## config.mk

```make
export PLATFORM = sky130hd
export DESIGN_NAME = sensor_error_status_flags
export DESIGN_NICKNAME = d
export VERILOG_FILES = /design/src/esw_pkg.sv /design/src/spi_frame_shifter.sv /design/src/sensor_error_status_flags.sv
export VERILOG_INCLUDE_DIRS = /design/src
export SDC_FILE = /design/constraint.sdc
export NUM_CORES = 1
export LEC_CHECK = 0
export BUFFER_PORTS_ARGS = -buffer_cell sky130_fd_sc_hd__buf_2
export CAP_MARGIN = 20
export CORE_MARGIN = 2
export CORE_UTILIZATION = 39
export CTS_CLUSTER_DIAMETER = 150
export DETAILED_ROUTE_END_ITERATION = 6
export RECOVER_POWER = 50
export SYNTH_ARGS = -nofsm -noshare
export SYNTH_HDL_FRONTEND = slang
export SYNTH_SLANG_ARGS = --single-unit
```

## constraint.sdc

```tcl
create_clock -name clk -period 5.63 [get_ports clk]
set_input_delay 0.2815 -clock clk [delete_from_list [all_inputs] [get_ports clk]]
set_output_delay 0.2815 -clock clk [all_outputs]
set_load 0.03 [all_outputs]
```

## src/esw_cfg.svh

```systemverilog
`ifndef ESW_CFG_SVH
`define ESW_CFG_SVH

// ****************************************************************
// serial command addresses (14-bit field of a command frame)
// ****************************************************************
`define ADDR_ERROR_STATUS 14'h335A
`define ADDR_ANGLE 14'h3FFF
`define ADDR_CLEAR_ERROR 14'h3380
`define ADDR_MASTER_RESET 14'h33A5
`define ADDR_NOP 14'h0000

// ****************************************************************
// frame layout
// ****************************************************************
`define FRAME_BITS 16
`define FRAME_RW_BIT 15
`define FRAME_READ 1'b1

// ****************************************************************
// error status word fields and reset value
// ****************************************************************
`define ESW_BUSY_BIT 4
`define ESW_BAD_ADDR_BIT 2
`define ESW_CLK_COUNT_BIT 1
`define ESW_PARITY_BIT 0
`define ESW_RESET 14'h0000
`define RESP_RESET 14'h0000

`endif

```

## src/esw_pkg.sv

```systemverilog
`default_nettype none

package esw_pkg;

    typedef logic [13:0] word14_t;

    typedef enum logic {
        MEAS_IDLE,
        MEAS_BUSY
    } meas_state_t;

    typedef struct packed {
        meas_state_t meas;
        logic bad_address_monitor_flag;
        logic clock_count_monitor_flag;
        logic parity_flag;
        word14_t resp;
        logic meas_start;
        logic meas_abort;
    } flags_state_t;

endpackage

`default_nettype wire

```

## src/spi_frame_shifter.sv

```systemverilog
`timescale 1ns/100ps
`default_nettype none

// mode 1 serial slave: miso changes on the rising sck edge, mosi is
// sampled on the falling edge; all pins are synchronous to clk
module spi_frame_shifter #(
    parameter int FRAME_BITS = 16
) (
    input wire logic clk,
    input wire logic rstn,
    input wire logic sck,
    input wire logic mosi,
    input wire logic ss_n,
    input wire logic [FRAME_BITS-1:0] tx_word,
    output logic [FRAME_BITS-1:0] rx_word,
    output logic [4:0] rx_count,
    output logic frame_end,
    output logic miso,
    output logic miso_oe
);
    // ****************************************************************
    // state
    // ****************************************************************
    typedef struct packed {
        logic sck_q;
        logic ss_q;
        logic [FRAME_BITS-1:0] rx;
        logic [FRAME_BITS-1:0] tx;
        logic [4:0] cnt;
        logic frame_end;
        logic miso;
    } shift_state_t;

    shift_state_t s;
    shift_state_t next_s;

    // the counter saturates at 31, so a frame must be shorter than that
    if (FRAME_BITS < 2 || FRAME_BITS > 30) begin : g_bad_width
        $error("spi_frame_shifter: FRAME_BITS out of range");
    end

    always_comb begin
        next_s = s;
        next_s.sck_q = sck;
        next_s.ss_q = ss_n;
        next_s.frame_end = 1'b0;
        if (s.ss_q && !ss_n) begin
            next_s.tx = tx_word;
            next_s.cnt = 5'h00;
            next_s.miso = 1'b0;
        end else if (!ss_n) begin
            if (!s.sck_q && sck) begin
                next_s.miso = s.tx[FRAME_BITS-1];
                next_s.tx = {s.tx[FRAME_BITS-2:0], 1'b0};
            end
            if (s.sck_q && !sck) begin
                next_s.rx = {s.rx[FRAME_BITS-2:0], mosi};
                if (s.cnt != 5'h1F) begin
                    next_s.cnt = s.cnt + 5'h01;
                end
            end
        end
        if (!s.ss_q && ss_n) begin
            next_s.frame_end = 1'b1;
        end
    end

    always_ff @(posedge clk or negedge rstn) begin
        if (!rstn) begin
            s <= '0;
            s.sck_q <= 1'b0;
            s.ss_q <= 1'b1;
        end else begin
            s <= next_s;
        end
    end

    assign rx_word = s.rx;
    assign rx_count = s.cnt;
    assign frame_end = s.frame_end;
    assign miso = s.miso;
    assign miso_oe = !s.ss_q;

endmodule
`default_nettype wire

```

## src/sensor_error_status_flags.sv

```systemverilog
`timescale 1ns/100ps
`default_nettype none
`include "esw_cfg.svh"

// Summary of operation
// - While an angle read is being processed the busy flag (bit 4) is 1.
// - When the measurement engine reports completion the busy flag is 0.
// - A stuck busy flag is cleared by the host's master reset command.
// - A command to an address that does not exist sets bit 2.
// - A frame with the wrong number of clock cycles sets bit 1.
// - A frame with the right clock count whose parity does not check sets bit 0.
// - Every response carries a flag reporting an earlier link error.
// - The error status word is read at serial address 0x335A.
module sensor_error_status_flags #(
    parameter int FRAME_BITS = `FRAME_BITS
) (
    input wire logic clk,
    input wire logic rstn,
    input wire logic sck,
    input wire logic mosi,
    input wire logic ss_n,
    output logic miso,
    output logic miso_oe,
    output logic meas_start,
    output logic meas_abort,
    input wire logic meas_done,
    input wire esw_pkg::word14_t angle_word,
    output esw_pkg::word14_t error_status_word,
    output logic communication_error_flag
);
    import esw_pkg::*;

    // the command decode assumes a 16-bit frame with a 14-bit field
    if (FRAME_BITS != 16) begin : g_bad_frame
        $error("sensor_error_status_flags: FRAME_BITS must be 16");
    end

    // ****************************************************************
    // serial frame shifter
    // ****************************************************************
    logic [15:0] rx_word;
    logic [15:0] tx_word;
    logic [4:0] rx_count;
    logic frame_end;

    spi_frame_shifter #(
        .FRAME_BITS(FRAME_BITS)
    ) u_shifter (
        .clk(clk),
        .rstn(rstn),
        .sck(sck),
        .mosi(mosi),
        .ss_n(ss_n),
        .tx_word(tx_word),
        .rx_word(rx_word),
        .rx_count(rx_count),
        .frame_end(frame_end),
        .miso(miso),
        .miso_oe(miso_oe)
    );

    // ****************************************************************
    // frame decode
    // ****************************************************************
    function automatic logic is_cmd(input logic [15:0] w,
                                    input logic rd,
                                    input word14_t addr);
        return w[`FRAME_RW_BIT] == rd && w[14:1] == addr;
    endfunction

    flags_state_t s;
    flags_state_t next_s;

    logic count_bad;
    logic parity_bad;
    logic frame_ok;
    logic do_status;
    logic do_angle;
    logic do_clear;
    logic do_reset;
    logic do_nop;
    logic link_err;

    assign count_bad = frame_end && rx_count != 5'(FRAME_BITS);
    assign parity_bad = frame_end && !count_bad && (^rx_word);
    assign frame_ok = frame_end && !count_bad && !parity_bad;
    assign do_status = frame_ok
        && is_cmd(rx_word, `FRAME_READ, `ADDR_ERROR_STATUS);
    assign do_angle = frame_ok && is_cmd(rx_word, `FRAME_READ, `ADDR_ANGLE);
    assign do_clear = frame_ok
        && is_cmd(rx_word, `FRAME_READ, `ADDR_CLEAR_ERROR);
    assign do_reset = frame_ok
        && is_cmd(rx_word, !`FRAME_READ, `ADDR_MASTER_RESET);
    assign do_nop = frame_ok && rx_word[14:1] == `ADDR_NOP;

    // ****************************************************************
    // status word
    // ****************************************************************
    always_comb begin
        error_status_word = `ESW_RESET;
        error_status_word[`ESW_BUSY_BIT] = (s.meas == MEAS_BUSY);
        error_status_word[`ESW_BAD_ADDR_BIT] = s.bad_address_monitor_flag;
        error_status_word[`ESW_CLK_COUNT_BIT] = s.clock_count_monitor_flag;
        error_status_word[`ESW_PARITY_BIT] = s.parity_flag;
    end

    assign link_err = s.bad_address_monitor_flag
        || s.clock_count_monitor_flag || s.parity_flag;
    assign communication_error_flag = link_err;

    // error flag in every response, even parity over the frame
    assign tx_word = {s.resp, link_err, ^{s.resp, link_err}};

    // ****************************************************************
    // flags and measurement tracking
    // ****************************************************************
    always_comb begin
        next_s = s;
        next_s.meas_start = 1'b0;
        next_s.meas_abort = 1'b0;
        if (s.meas == MEAS_BUSY && meas_done) begin
            next_s.meas = MEAS_IDLE;
            next_s.resp = angle_word;
        end
        // an angle read while busy is not restarted
        if (do_angle && s.meas == MEAS_IDLE) begin
            next_s.meas = MEAS_BUSY;
            next_s.meas_start = 1'b1;
        end
        if (do_status || do_clear) begin
            next_s.resp = error_status_word;
        end
        if (do_nop) begin
            next_s.resp = `RESP_RESET;
        end
        // sticky until clear; a new error in the same cycle wins
        if (do_clear) begin
            next_s.bad_address_monitor_flag = 1'b0;
            next_s.clock_count_monitor_flag = 1'b0;
            next_s.parity_flag = 1'b0;
        end
        // master reset clears a deadlock and all flags
        if (do_reset) begin
            next_s = '0;
            next_s.meas = MEAS_IDLE;
            next_s.meas_abort = 1'b1;
        end
        if (frame_ok && !(do_status || do_angle || do_clear || do_reset
                || do_nop)) begin
            next_s.bad_address_monitor_flag = 1'b1;
        end
        if (count_bad) begin
            next_s.clock_count_monitor_flag = 1'b1;
        end
        if (parity_bad) begin
            next_s.parity_flag = 1'b1;
        end
    end

    always_ff @(posedge clk or negedge rstn) begin
        if (!rstn) begin
            s <= '0;
            s.meas <= MEAS_IDLE;
        end else begin
            s <= next_s;
        end
    end

    assign meas_start = s.meas_start;
    assign meas_abort = s.meas_abort;
endmodule
`default_nettype wire

```

==> metrics.txt <==
Max stage delay cell, worst path=clkbuf_1; Worst Path Buf+Inv=2; Die H=93.86 um; setup TNS=0 ps; FFs w/ async S/R, synth=1.000; vias per cell=4.925; antenna violations before repair=0; antenna viol nets, final=0; first-pass GRT wire length=9777 um; Max Cap Viol=1; Leak=1.572 nW; GPL Wtd Cong=0.8250; Post-synth EDFFs=0; ratio of cells with drive above 1 in the final layout=0.1437; cell area after layout=3486 um2; largest net degree at the start of global routing=62; cts repair resizes=0; top post-synthesis cells by area=dfrtp_1 48%, xnor2_1 6.7%, mux2i_1 6.0%, mux2_1 5.7%, nand2_1 4.9%; overall power=1.186 mW; die area=8810 um2; delay of the slowest cell on the worst path=2240 ps; f_max=340.6 MHz; die width=93.86 um; First DRT Iteration DRCs=82; top_reg_cell synth=dfrtp_1; most frequent cells in the layout=60 x dfrtp_1, 41 x nand2_1, 26 x buf_2; Antenna Cells=0; fin cells=429; VDD IR max=178.6 uV; sequential fraction of the synthesis area=0.4851; clk buf depth=2; dpl hpwl=4067 um; clock skew=11.66 ps; Cell Pwr Density=340.3 nW/um2; Synth area leader=dfrtp_1; Final Hold Fails=0; PortBufs=28; clk sinks=61; clock period minus worst slack=2936 ps; Gate Count Post-Synth=298; post-synth top area share=0.4768; Final #Nets=346; CP Data Arrival Time=2660 ps; syn avg cell area=10.57 um2; area of placed instances=3318 um2; CTS tree=yes; Starting Density=0.4054; status=complete, but fails checks; Period Utilization, post-route=0.5215; Worst-path clk slew=60 ps; RSZ-0062 raised after global routing=no; Startpoint Class=primary input; vias=2113; most common cell after layout, fill and taps aside=dfrtp_1; CP Capture Type=asynchronous set/reset pin; setup bufs post-CTS=0; dpl cells=414; CTS H-Tree Depth=3; Worst path top cell family by delay=buffers and inverters; CTS Buf Count=9; IO Pins=39; area of the core=7767 um2; Hold Crit Start=sck; CP Cell Sequence=buf_2, clkbuf_1; Netlist Area Pre-Place=3149 um2; # setup viols final=0; worst hold path class=primary input to flip-flop; yosys warns=0; crit path from=rstn; Row Count=32; GRT Total Usage=0.1434; GR Overflow Total=0; DR DRC count=0; Post-Route WL=5708 um; normalized max-slew margin=-1.144; root buffer cell=clkbuf_8; vias in the first global route=2080; Yosys cell types=48; critical path required time=5350 ps; Reg2Reg Launch Point=u_shifter.rx_word[2]; worst-path fanout max=61; #FFs+latches synth=61; Final Slew Violations=62; 1st-pass router iterations=4; CTS hold repair buffers=0; Worst-Margin Slew=3216 ps; Layout area overhead=10.69%; Clk Latency, worst-skew pair=330 ps; post-DR wirelength/cell=13.31 um; failing checks=max-capacitance violations, max-slew violations; CP Class=primary input to asynchronous set/reset pin
-- metrics by stage --
step           hold slack, ps  setup slack, ps    util
2_1_floorplan          -14.09             3769       -
3_3_place_gp            421.5             3333  0.4272
3_5_place_dp            420.5             3282  0.4272
4_1_cts                 62.97             3283  0.4496
5_1_grt                 86.63             1924  0.4488
6_report                94.33             2694  0.4488
-- final cells by class --
type                    instances  area (um2)
clock buffers                  13       138.9
clock inverters                 2       35.03
flip-flops and latches         61        1528
well taps                     102       127.6
inverters                       6       22.52
multi-input cells             214        1478
repair buffers                 31       156.4
fillers                       753        4282
-- power breakdown --
| part | internal [mW] | switching, mW | leakage [nW] |
|---|---|---|---|
| clock | 0.202 | 0.151 | 0.0875 |
| sequential | 0.495 | 0.0477 | 0.795 |
| combinational | 0.138 | 0.153 | 0.689 |
-- worst paths after layout --
kind | end | slack (ps) | cells past startpoint
worst max-delay path | u_shifter.rx_count[0] | 2690 | 2
worst min-delay path | u_shifter.s[40] | 90 | 1
worst max register to register | s[2] | 3270 | 5
worst min register to register | u_shifter.s[9] | 480 | 2
max in group clk | s[2] | 3270 | 5
min in group asynchronous | u_shifter.s[21] | 1100 | 2
-- cell usage after synthesis (2+ instances only) --
cell type,number
nor3_1,3
xnor2_2,3
a21o_1,2
o21ai_1,17
ha_1,3
xor2_1,5
o21ai_0,2
o41ai_1,3
a21oi_1,10
nand3_1,4
mux2_1,16
a22oi_1,3
o2bb2ai_1,3
nand4_1,3
nor2b_1,2
clkbuf_1,7
mux2i_1,19
xnor2_1,24
o31ai_1,3
nor2_1,14
and3_1,3
buf_4,15
and2_1,2
nand2_1,41
inv_1,5
nor4_2,2
dfrtp_1,60
buf_2,3
or4_1,2
-- logic make-up after synthesis --
logic type / synth area share
AO/OA/AOI/OAI: 0.1017
AND/OR/NAND/NOR: 0.1291
other: 0.001191
multiplexers: 0.1176
adder cells (fa/ha/maj): 0.01192
buffers and inverters: 0.05721
XOR/XNOR: 0.09615
flip-flops: 0.4851
-- registers in the layout (all words and copies together), names as in the netlist, 4 cells and up --
name                count
error_status_word       4
s                      14
u_shifter.rx_count      5
u_shifter.rx_word      16
u_shifter.s            18
-- routing by layer --
metal,GRT usage,share of wire,vias up,wire (um)
met5,0,0,-,0
met4,0.03986,0.011,0,63
met3,0.05217,0.040,8,231
met2,0.2423,0.50,28,2844
met1,0.1721,0.45,1019,2569
li1,-,-,1058,-
No activity file was read; power rests on OpenSTA's default activity.
